--- src/hsf_pkg.sv ---
// package: register map, field layout and timing constants of the hvac status and fire block
package hsf_pkg;
    // --------------------------------------------------------------
    // register byte offsets
    // --------------------------------------------------------------
    localparam logic [7:0] HSF_OFF_ALARM_DELAY = 8'h00;
    localparam logic [7:0] HSF_OFF_STATUS = 8'h04;
    localparam logic [7:0] HSF_OFF_FIRE_CFG = 8'h08;
    localparam logic [7:0] HSF_OFF_LEVEL_CFG = 8'h0c;
    localparam logic [7:0] HSF_OFF_FIRE_SETPOINT = 8'h10;
    localparam logic [7:0] HSF_OFF_AUTORESET = 8'h14;
    localparam logic [7:0] HSF_OFF_EVENTS = 8'h18;

    // --------------------------------------------------------------
    // reset values
    // --------------------------------------------------------------
    localparam logic [15:0] HSF_DELAY_RST = 16'h01f4;
    localparam logic [2:0] HSF_FIRE_CFG_RST = 3'h0;
    localparam logic [1:0] HSF_LEVEL_CFG_RST = 2'h0;
    localparam logic [15:0] HSF_SETPOINT_RST = 16'h0000;

    // --------------------------------------------------------------
    // status word bit positions
    // --------------------------------------------------------------
    localparam int HSF_ST_FIRE = 0;
    localparam int HSF_ST_BYPASS = 1;
    localparam int HSF_ST_SHORT_CYCLE = 2;
    localparam int HSF_ST_DRY_PUMP = 3;
    localparam int HSF_ST_BROKEN_BELT = 4;
    localparam int HSF_ST_FILTER = 5;
    localparam int HSF_ST_MAIN_MANUAL = 6;
    localparam int HSF_ST_SLEEP = 7;
    localparam int HSF_ST_EXT_MANUAL = 8;
    localparam int HSF_ST_USED = 9;

    // --------------------------------------------------------------
    // configuration encodings
    // --------------------------------------------------------------
    localparam logic [1:0] HSF_LVL_DISABLE = 2'h0;
    localparam logic [1:0] HSF_LVL_ALARM = 2'h1;
    localparam logic [1:0] HSF_LVL_FAULT = 2'h2;
    localparam logic [2:0] HSF_FIRE_OFF = 3'h0;
    localparam logic [2:0] HSF_FIRE_KEEP = 3'h1;
    localparam logic [2:0] HSF_FIRE_MAXSPD = 3'h2;
    localparam logic [2:0] HSF_FIRE_SETPT = 3'h3;
    localparam logic [2:0] HSF_FIRE_COAST = 3'h4;

    // --------------------------------------------------------------
    // timing: delay register counts 10 ms units
    // --------------------------------------------------------------
    localparam int HSF_CLK_HZ = 25_000_000;
    localparam int HSF_DELAY_UNIT_MS = 10;
    localparam int HSF_UNIT_CYC = HSF_CLK_HZ / 1000 * HSF_DELAY_UNIT_MS;
    localparam int HSF_RESET_WAIT_MS = 1000;
    localparam int HSF_RESET_WAIT_CYC = HSF_CLK_HZ / 1000 * HSF_RESET_WAIT_MS;

    // --------------------------------------------------------------
    // grouped signals
    // --------------------------------------------------------------
    typedef struct packed {
        logic bypass;
        logic short_cycle;
        logic dry_pump;
        logic broken_belt;
        logic filter;
        logic main_manual;
        logic sleep;
        logic ext_manual;
    } hsf_flags_t;

    typedef struct packed {
        logic speed_max;
        logic use_fire_setpoint;
        logic pulse_disable;
        logic ignore_stop;
        logic fire_output;
    } hsf_drive_t;

    typedef enum logic [1:0] {
        HSF_LV_IDLE,
        HSF_LV_ALARM,
        HSF_LV_DECEL,
        HSF_LV_FAULT
    } hsf_level_st_t;
endpackage

--- src/hsf_tick.sv ---
// tick generator: one pulse per period of a given number of clocks
`timescale 1ns/1ps
module hsf_tick
    import hsf_pkg::*;
#(
    parameter int PERIOD = HSF_UNIT_CYC
) (
    input wire logic i_ref_clk,
    input wire logic i_rst_b,
    input wire logic i_run,
    output logic o_tick
);
    typedef struct packed {
        logic [27:0] cnt;
        logic tick;
    } hsf_tick_st_t;

    hsf_tick_st_t st_reg;
    hsf_tick_st_t st_next;

    always_comb begin
        st_next = st_reg;
        st_next.tick = 1'b0;
        if (!i_run) begin
            st_next.cnt = '0;
        end else if (st_reg.cnt == 28'(PERIOD - 1)) begin
            st_next.cnt = '0;
            st_next.tick = 1'b1;
        end else begin
            st_next.cnt = st_reg.cnt + 28'h1;
        end
    end

    always_ff @(posedge i_ref_clk or negedge i_rst_b) begin
        if (!i_rst_b) begin
            st_reg <= '0;
        end else begin
            st_reg <= st_next;
        end
    end

    assign o_tick = st_reg.tick;
endmodule

--- src/hsf_core.sv ---
// top: high level alarm timing, hvac status word and fire mode supervisor with apb slave
//
// The register addresses and register access over APB were decided locally.
`timescale 1ns/1ps

// Contract
// (RQ1) high alarm rises after high level persists for the programmed delay
// (RQ2) level config 2 also raises fault, only once the motor has stopped
// (RQ3) a zero delay disables high level detection
// (RQ4) read only 16-bit status word, bits 9 to 15 reserved
// (RQ5) bit 0 shows fire mode
// (RQ6) bit 1 shows bypass mode
// (RQ7) bit 2 shows short cycle protection active
// (RQ8) bit 3 shows dry pump detected
// (RQ9) bit 4 shows broken belt detected
// (RQ10) bit 5 shows filter maintenance alarm
// (RQ11) bit 6 is 1 when main controller is manual
// (RQ12) bit 7 shows sleep mode
// (RQ13) bit 8 is 1 when external controller is manual
// (RQ14) fire mode entered when assigned input is low
// (RQ15) entering fire raises fire alarm, state indication and fire output
// (RQ16) in fire mode every stop command, even general enable, is ignored
// (RQ17) overvoltage and overcurrent faults stay active in fire mode, auto-reset eligible
// (RQ18) fire config 0 keeps fire mode inactive
// (RQ19) fire config 1 leaves reference and setpoint unchanged
// (RQ20) fire config 2 forces speed reference to maximum
// (RQ21) fire config 3 substitutes the dedicated fire setpoint
// (RQ22) fire config 4 disables output pulses, motor coasts
// (RQ23) fire setpoint is used while fire active with config 3
// (RQ24) unlimited policy resets a critical fault one second after detection
// (RQ25) level config 1 only signals the alarm, drive keeps running
// (RQ26) reserved status bits read zero and ignore writes
module hsf_core
    import hsf_pkg::*;
#(
    parameter int RESET_WAIT_CYC = HSF_RESET_WAIT_CYC,
    parameter int UNIT_CYC = HSF_UNIT_CYC
) (
    input wire logic i_ref_clk,
    input wire logic i_rst_b,
    input wire logic psel,
    input wire logic penable,
    input wire logic pwrite,
    input wire logic [7:0] paddr,
    input wire logic [31:0] pwdata,
    output logic [31:0] prdata,
    output logic pready,
    output logic pslverr,
    input wire logic i_assigned_digital_input,
    input wire logic i_high_level,
    input wire logic i_motor_stopped,
    input wire logic i_stop_cmd,
    input wire logic i_general_enable,
    input wire logic i_dc_overvoltage_fault,
    input wire logic i_overcurrent_fault,
    input wire hsf_flags_t i_flags,
    output logic o_high_level_alarm,
    output logic o_high_level_fault,
    output logic o_high_level_decel,
    output logic o_fire_alarm,
    output logic o_drive_state_fire,
    output hsf_drive_t o_drive,
    output logic o_run_stop,
    output logic o_enable_out,
    output logic [15:0] o_fire_setpoint,
    output logic o_critical_fault,
    output logic o_critical_autoreset
);
    // ------------------------------------------------------------------
    // state
    // ------------------------------------------------------------------
    typedef struct packed {
        logic [15:0] delay;
        logic [2:0] fire_cfg;
        logic [1:0] level_cfg;
        logic [15:0] setpoint;
        logic autoreset;
        logic [15:0] level_cnt;
        hsf_level_st_t level_st;
        logic fire;
        logic [31:0] crit_cnt;
        logic crit_latched;
        logic crit_reset;
        logic fire_seen;
        logic [31:0] rdata;
        logic ready;
        logic slverr;
        logic alarm;
        logic fault;
        logic decel;
        hsf_drive_t drive;
        logic run_stop;
        logic enable_out;
    } hsf_state_t;

    hsf_state_t st_reg;
    hsf_state_t st_next;
    logic unit_tick;
    logic high_armed;
    logic [15:0] status_word;

    function automatic logic known_addr(input logic [7:0] a);
        return a == HSF_OFF_ALARM_DELAY || a == HSF_OFF_STATUS || a == HSF_OFF_FIRE_CFG
            || a == HSF_OFF_LEVEL_CFG || a == HSF_OFF_FIRE_SETPOINT
            || a == HSF_OFF_AUTORESET || a == HSF_OFF_EVENTS;
    endfunction

    // ------------------------------------------------------------------
    // 10 ms time base for the alarm delay
    // ------------------------------------------------------------------
    assign high_armed = i_high_level && st_reg.delay != 16'h0000
        && st_reg.level_cfg != HSF_LVL_DISABLE; // RQ3

    hsf_tick #(
        .PERIOD(UNIT_CYC)
    ) u_tick (
        .i_ref_clk(i_ref_clk),
        .i_rst_b(i_rst_b),
        .i_run(high_armed),
        .o_tick(unit_tick)
    );

    // ------------------------------------------------------------------
    // status word
    // ------------------------------------------------------------------
    always_comb begin
        status_word = '0; // RQ26 RQ4
        status_word[HSF_ST_FIRE] = st_reg.fire; // RQ5
        status_word[HSF_ST_BYPASS] = i_flags.bypass; // RQ6
        status_word[HSF_ST_SHORT_CYCLE] = i_flags.short_cycle; // RQ7
        status_word[HSF_ST_DRY_PUMP] = i_flags.dry_pump; // RQ8
        status_word[HSF_ST_BROKEN_BELT] = i_flags.broken_belt; // RQ9
        status_word[HSF_ST_FILTER] = i_flags.filter; // RQ10
        status_word[HSF_ST_MAIN_MANUAL] = i_flags.main_manual; // RQ11
        status_word[HSF_ST_SLEEP] = i_flags.sleep; // RQ12
        status_word[HSF_ST_EXT_MANUAL] = i_flags.ext_manual; // RQ13
    end

    // ------------------------------------------------------------------
    // next state
    // ------------------------------------------------------------------
    always_comb begin
        st_next = st_reg;
        st_next.ready = 1'b0;
        st_next.slverr = 1'b0;

        // apb slave: one wait state, answer on the second access cycle
        if (psel && penable && !st_reg.ready) begin
            st_next.ready = 1'b1;
            st_next.slverr = !known_addr(paddr);
            st_next.rdata = '0;
            if (pwrite) begin
                unique case (paddr)
                    HSF_OFF_ALARM_DELAY: st_next.delay = pwdata[15:0];
                    HSF_OFF_FIRE_CFG: st_next.fire_cfg = pwdata[2:0];
                    HSF_OFF_LEVEL_CFG: st_next.level_cfg = pwdata[1:0];
                    HSF_OFF_FIRE_SETPOINT: st_next.setpoint = pwdata[15:0];
                    HSF_OFF_AUTORESET: st_next.autoreset = pwdata[0];
                    default: st_next.slverr = st_next.slverr || paddr == HSF_OFF_STATUS; // RQ26
                endcase
            end else begin
                unique case (paddr)
                    HSF_OFF_ALARM_DELAY: st_next.rdata = {16'h0000, st_reg.delay};
                    HSF_OFF_STATUS: st_next.rdata = {16'h0000, status_word}; // RQ4
                    HSF_OFF_FIRE_CFG: st_next.rdata = {29'h0, st_reg.fire_cfg};
                    HSF_OFF_LEVEL_CFG: st_next.rdata = {30'h0, st_reg.level_cfg};
                    HSF_OFF_FIRE_SETPOINT: st_next.rdata = {16'h0000, st_reg.setpoint};
                    HSF_OFF_AUTORESET: st_next.rdata = {31'h0, st_reg.autoreset};
                    HSF_OFF_EVENTS: st_next.rdata = {28'h0, st_reg.fire_seen,
                        st_reg.crit_latched, st_reg.fault, st_reg.alarm};
                    default: st_next.rdata = '0;
                endcase
            end
            if (!pwrite && paddr == HSF_OFF_EVENTS) begin
                st_next.fire_seen = 1'b0;
            end
        end

        // high level alarm timing
        if (!high_armed) begin
            st_next.level_cnt = '0;
        end else if (unit_tick && st_reg.level_cnt != st_reg.delay) begin
            st_next.level_cnt = st_reg.level_cnt + 16'h1; // RQ1
        end
        unique case (st_reg.level_st)
            HSF_LV_IDLE: begin
                if (high_armed && st_reg.level_cnt == st_reg.delay) begin
                    st_next.level_st = st_reg.level_cfg == HSF_LVL_FAULT
                        ? HSF_LV_DECEL : HSF_LV_ALARM; // RQ1 RQ2 RQ25
                end
            end
            HSF_LV_ALARM: begin
                if (!high_armed) begin
                    st_next.level_st = HSF_LV_IDLE;
                end
            end
            HSF_LV_DECEL: begin
                if (i_motor_stopped) begin
                    st_next.level_st = HSF_LV_FAULT; // RQ2
                end
            end
            HSF_LV_FAULT: begin
                if (st_reg.level_cfg != HSF_LVL_FAULT) begin
                    st_next.level_st = HSF_LV_IDLE;
                end
            end
        endcase
        st_next.alarm = st_next.level_st != HSF_LV_IDLE; // RQ1 RQ25
        st_next.decel = st_next.level_st == HSF_LV_DECEL; // RQ2
        st_next.fault = st_next.level_st == HSF_LV_FAULT; // RQ2

        // fire mode supervisor
        st_next.fire = st_reg.fire_cfg != HSF_FIRE_OFF
            && st_reg.fire_cfg <= HSF_FIRE_COAST
            && !i_assigned_digital_input; // RQ14 RQ18
        if (st_next.fire) begin
            st_next.fire_seen = 1'b1; // RQ15
        end
        st_next.drive.fire_output = st_next.fire; // RQ15
        st_next.drive.ignore_stop = st_next.fire; // RQ16
        st_next.drive.speed_max = st_next.fire
            && st_reg.fire_cfg == HSF_FIRE_MAXSPD; // RQ20
        st_next.drive.use_fire_setpoint = st_next.fire
            && st_reg.fire_cfg == HSF_FIRE_SETPT; // RQ21 RQ23
        st_next.drive.pulse_disable = st_next.fire
            && st_reg.fire_cfg == HSF_FIRE_COAST; // RQ22
        // keep mode changes no reference, but run is still forced on as in every fire mode
        st_next.run_stop = st_next.fire ? 1'b1 : !i_stop_cmd; // RQ16 RQ19
        st_next.enable_out = st_next.fire
            ? !st_next.drive.pulse_disable : i_general_enable; // RQ16 RQ22

        // critical faults stay live; timed unlimited reset in fire mode
        st_next.crit_reset = 1'b0;
        if (i_dc_overvoltage_fault || i_overcurrent_fault) begin
            st_next.crit_latched = 1'b1; // RQ17
        end
        if (st_reg.crit_latched && st_reg.fire && st_reg.autoreset) begin
            if (st_reg.crit_cnt == 32'(RESET_WAIT_CYC - 1)) begin
                st_next.crit_cnt = '0;
                st_next.crit_reset = 1'b1; // RQ24
                st_next.crit_latched = i_dc_overvoltage_fault || i_overcurrent_fault;
            end else begin
                st_next.crit_cnt = st_reg.crit_cnt + 32'h1;
            end
        end else begin
            st_next.crit_cnt = '0;
            if (!i_dc_overvoltage_fault && !i_overcurrent_fault && !st_reg.fire) begin
                st_next.crit_latched = 1'b0;
            end
        end
    end

    // ------------------------------------------------------------------
    // registers
    // ------------------------------------------------------------------
    always_ff @(posedge i_ref_clk or negedge i_rst_b) begin
        if (!i_rst_b) begin
            st_reg <= '0;
            st_reg.delay <= HSF_DELAY_RST;
            st_reg.fire_cfg <= HSF_FIRE_CFG_RST;
            st_reg.level_cfg <= HSF_LEVEL_CFG_RST;
            st_reg.setpoint <= HSF_SETPOINT_RST;
            st_reg.level_st <= HSF_LV_IDLE;
        end else begin
            st_reg <= st_next;
        end
    end

    // ------------------------------------------------------------------
    // outputs
    // ------------------------------------------------------------------
    assign prdata = st_reg.rdata;
    assign pready = st_reg.ready;
    assign pslverr = st_reg.slverr;
    assign o_high_level_alarm = st_reg.alarm;
    assign o_high_level_fault = st_reg.fault;
    assign o_high_level_decel = st_reg.decel;
    assign o_fire_alarm = st_reg.fire; // RQ15
    assign o_drive_state_fire = st_reg.fire; // RQ15
    assign o_drive = st_reg.drive;
    assign o_run_stop = st_reg.run_stop;
    assign o_enable_out = st_reg.enable_out;
    assign o_fire_setpoint = st_reg.setpoint; // RQ23
    assign o_critical_fault = st_reg.crit_latched; // RQ17
    assign o_critical_autoreset = st_reg.crit_reset;
endmodule

--- config.mk ---
export PLATFORM = sky130hd
export DESIGN_NAME = hsf_core
export DESIGN_NICKNAME = d
export VERILOG_FILES = /design/src/hsf_pkg.sv /design/src/hsf_tick.sv /design/src/hsf_core.sv
export SDC_FILE = /design/constraint.sdc
export NUM_CORES = 1
export LEC_CHECK = 0
export BUFFER_PORTS_ARGS = -buffer_cell sky130_fd_sc_hd__buf_4
export CELL_PAD_IN_SITES_DETAIL_PLACEMENT = 1
export CELL_PAD_IN_SITES_GLOBAL_PLACEMENT = 2
export CORE_MARGIN = 4
export CORE_UTILIZATION = 30
export DETAILED_ROUTE_END_ITERATION = 10
export PLACE_DENSITY = 0.68
export SLEW_MARGIN = 0
export SYNTH_ARGS = -nofsm -noshare
export SYNTH_HDL_FRONTEND = slang
export SYNTH_SLANG_ARGS = --single-unit
export TNS_END_PERCENT = 1
--- constraint.sdc ---
create_clock -name i_ref_clk -period 2.8 [get_ports i_ref_clk]
set_clock_uncertainty 0.05 [all_clocks]
set_input_delay 0.42 -clock i_ref_clk [delete_from_list [all_inputs] [get_ports i_ref_clk]]
set_output_delay 0.42 -clock i_ref_clk [all_outputs]
set_load 0.005 [all_outputs]
[After elaboration in Yosys (flattened, before gate mapping)]
Index checks and enable logic that the tools add are counted.
Word-level totals
  word-level logic and storage cells: 125
  output and inout bits: 64
  register bits: 163
  input port bits: 60
Operators by class
  $add $sub $neg: 3
  muxes and demuxes: 27
  equality and inequality tests: 21
  order comparisons: 1
  reduce and logical (&&, ||, !) cells: 48
Operator list (count)
  one-hot mux 16 bit (7 select lines): 1
  two-way mux 28 bit: 2
  two-way mux 16 bit: 3
  two-way mux 35 bit: 1
  two-way mux 33 bit: 1
  adder 32 x 1 -> 32 bit, second input constant: 1
  equality test 32 x 25 -> 1 bit, second input constant: 1
  two-way mux 32 bit: 1
  adder 28 x 1 -> 28 bit, second input constant: 1
  equality test 28 x 18 -> 1 bit, second input constant: 1
  equality test 8 x 5 -> 1 bit, second input constant: 3
  adder 16 x 1 -> 16 bit, second input constant: 1
  equality test 16 bit: 1
  equality test 8 x 4 -> 1 bit, second input constant: 2
  logical AND 1 bit: 16
  != test 16 bit: 1
  nonzero test 16 bit: 1
  AND reduction 3 bit: 5
  two-way mux 2 bit: 6
  two-way mux 1 bit: 11
  equality test 2 bit, second input constant: 5
  logical NOT 1 bit: 9
  equality test 8 x 3 -> 1 bit, second input constant: 1
  logical NOT 8 bit: 1
  other kinds (13): 24

[Depth between registers and ports, before layout]
  word-level depth: 13
  depth in mapped cells: 8
  depth with buffers taken out: 6

[Modules after synthesis]
From an unflattened synthesis, not the netlist that was laid out.
Unflattened totals
  cells, all modules: 732
  area, all modules: 7674.9 sq um
Modules (own cells, without submodules)
  hsf_core: cells an instance 576, sequential area each 2960.3 sq um, area each 6145.9 sq um, times used 1
  hsf_tick: cells an instance 156, sequential area each 725.7 sq um, area each 1529.0 sq um, times used 1

[Worst setup path before layout]
No wires, ideal clock.
  path kind: register to register
  from: register st_reg[74] in the netlist's numbering
  to: register st_reg[54] in the netlist's numbering
  clock period less this slack: 2.108 ns
  data arrival time: 1.939 ns
  library setup time: 0.119 ns
  data required time: 2.631 ns
  stages on the path, launching flop included: 8
  path buffers: 2
  slack: 0.692 ns
  cell sequence: dfrtp_1 or4b_1 or4_1 nor4_2 or2_1 buf_6 buf_8 nor2_1
RTL lines
  from (decl): line hsf_core.sv:96  | hsf_state_t st_reg;
  from (signal assigned): line hsf_core.sv:265  | st_reg <= st_next;

==> metrics.txt <==
status completed; ys async rst share 1.00; Root Driver clkbuf_16; Seq/Total Area, Yosys 0.483; FP Rows between 50 and 60; P per Cell Area around 520 mW/mm²; largest cells by area after synthesis dfrtp_1 (46%), mux2_2 (6.8%), buf_4 (5.4%); max_slew headroom 0.456; fillcell total between 2000 and 3000; Post-Route WL 18700 µm; Hold Path Depth 2; Slew Limit Fails 0; post-CTS setup buffer count 0; share of the synthesized area in the top cell type 0.463; HP Start i_overcurrent_fault; EDFF count, synth 0; hold bufs inserted after CTS 1; Worst Reg-to-Reg Cells 6; count of cell types in the netlist 58; Place WS 0.338 ns; Setup violations, final 0; peak supply drop around 0.37 mV; H-tree levels 4; crit path time final 2.32 ns; CTS tree built; fin nets roughly 860; vias per cell 4.84; First-pass DRT Iterations 4; crit path max fanout 32; CP arrival around 2.6 ns; largest net degree at the start of global routing 65; Via Count between 5000 and 6000; Crit path required time 3.06 ns; Initial Util 0.304; CTS buffer count 17; clock buffer depth 2; fin area roughly 0.0090 mm²; setup_tns 0 ns; GR Util All Layers 0.135; worst reg2reg path startpoint st_reg[74]; worst-margin pin slew 0.814 ns; Multi-input gate area between 0.003 and 0.004 mm²; syn avg cell area 10.3 µm²; unrepaired setup endpoints after global routing no; antenna violations before repair 0; vias in the first global route between 5000 and 6000; min-delay worst type in2reg; DRT iter0 DRCs about 310; Mapped Cells ~740; Worst Setup End Kind flip-flop; PortBufs a little over 90; DR WL/cell ~16 µm; share of layout cells above drive strength 1 0.249; clk_lat worst skew around 0.42 ns; Fin. Hold Viols 0; Residual DRC 0; post_cts resized 0; post-DP HPWL approximately 14000 µm; Ys Warns 0; first-pass GRT wire length about 31000 µm; area taken by flip-flops and latches 0.00369 mm²; type of the worst setup path reg2reg; Setup WS post-layout roughly 0.48 ns; top_reg_cell synth dfrtp_1; FF+latch count, synth approximately 150; RePlAce Congestion between 0.7 and 0.8; Top-Level Pins between 100 and 150; DRT antenna net count 0; Reg2Reg Setup Slack roughly 0.48 ns; die height roughly 170 µm; Area growth syn-to-layout 17.5%; Post-Synthesis Cell Area 0.00763 mm²; die width approximately 170 µm; r2r endpoint st_reg[65]; Hold Path Sink o_critical_fault; DP Area approximately 0.0084 mm²; grt total ovfl 0; Static Leak between 0.003 and 0.004 µW; type of origin of the critical path flip-flop; antenna cells 0; max cap viols 0; most area-hungry cell type in the Yosys netlist dfrtp_1; max FFs per register 73; die area about 0.028 mm²; Worst-path clk slew around 0.06 ns; core area between 0.02 and 0.03 mm²; CTS sink cnt around 150; fin crit share 0.830; Max Clock Freq 430 MHz
-- where the power goes --
| part | total, µW | switching [µW] | internal, µW | leakage, µW |
|---|---|---|---|---|
| combinational | 234 | 139 | 94.8 | 0.00157 |
| clock | 2230 | 960 | 1270 | 0.000269 |
| sequential | 2160 | 16.8 | 2140 | 0.00202 |
-- final cells by class --
class / count / share of cell area
clock buffers: 18 / 0.0490
multi-input cells: 518 / 0.382
inverters: 9 / 0.00377
repair buffers: 106 / 0.0923
flip-flops and latches: 147 / 0.412
clock inverters: 14 / 0.0156
well taps: 330 / 0.0461
-- critical path: stages (launching register included) --
cell and delay, ns:
dfrtp_1 0.43, or4b_1 0.50, or4_1 0.42, nor4_2 0.32, or2_1 0.20, buf_12 0.20, nor2_1 0.08
-- logic make-up after synthesis --
group | share of synthesized area
fa+ha+maj | 0.00656
xor+xnor | 0.0827
mux | 0.0856
compound gates | 0.0553
simple gates | 0.209
buf+inv | 0.0769
flops | 0.483
other cells | 0.000492
-- layer usage --
layer | track usage | up-vias | wire (µm)
met5 | 0 | - | 0
met4 | 0.0356 | 0 | 225
met2 | 0.236 | 94 | 9320
met3 | 0.0305 | 20 | 663
li1 | - | 2660 | -
met1 | 0.169 | 2758 | 8470
-- synth_stat cells, drive strengths merged, types with 2 or more instances --
cell type	instances
nor2	81
and4	9
a21oi	15
a22oi	6
nor3b	2
or4	9
dfrtp	141
buf	66
mux2i	9
or4b	2
nand2b	2
nand3b	2
and3	19
mux4	2
or3	9
nor4	16
inv	9
o211ai	2
dfstp	6
nand3	32
xor2	32
o31ai	6
clkbuf	14
or2	4
and2	5
and4b	3
nor4b	4
ha	4
nor3	8
mux2	46
nand2	54
xnor2	40
nor2b	6
a32oi	2
a31oi	2
o21ai	32
nand4	29
-- placed cells by master, fill, tap and decap left out, types with 3 or more instances in the layout --
cell type,Yosys,routed
or4_1,9,9
clkbuf_16,0,17
nand3_1,32,32
nor4b_1,4,4
a22oi_1,6,6
mux2_2,46,46
xnor2_1,40,40
nor2b_1,6,6
clkinvlp_4,0,5
nor2_1,78,78
and4b_1,3,3
nand2_1,54,54
and2_1,4,4
buf_4,55,102
inv_6,0,6
conb_1,1,16
nor3_1,7,7
or3_1,9,9
ha_1,4,4
nand4_1,27,27
nor2_2,3,3
inv_1,9,9
nor4_1,13,13
mux2i_1,9,9
o21ai_0,32,32
xor2_1,32,32
dfrtp_1,141,141
dfstp_2,6,6
o31ai_1,6,6
and3_1,19,19
a21oi_1,15,15
and4_1,9,9
-- how the worst max path moves through the flow --
stage / start / endpoint / slack, ns / depth (start not counted)
global placement: paddr[1] / prdata[15] / 0.40 / 6
CTS: st_reg[74] / st_reg[49] / 0.45 / 6
floorplan: st_reg[74] / st_reg[54] / 0.69 / 7
finish: st_reg[74] / st_reg[65] / 0.48 / 6
detailed placement: paddr[1] / prdata[9] / 0.34 / 6
global route: st_reg[74] / st_reg[65] / 0.34 / 6
-- stage by stage --
step	hold slack (ns)	utilization	power, µW	std cells
final	0.153	0.357	4620	1142
after global routing	0.136	0.357	4830	1142
after CTS	0.133	0.357	4700	1142
after detailed placement	0.401	0.333	2440	1109
after global placement	0.396	0.333	2430	1109
after floorplan	0.0744	-	2300	754
Note: power is estimated with default switching activity, not from simulation.
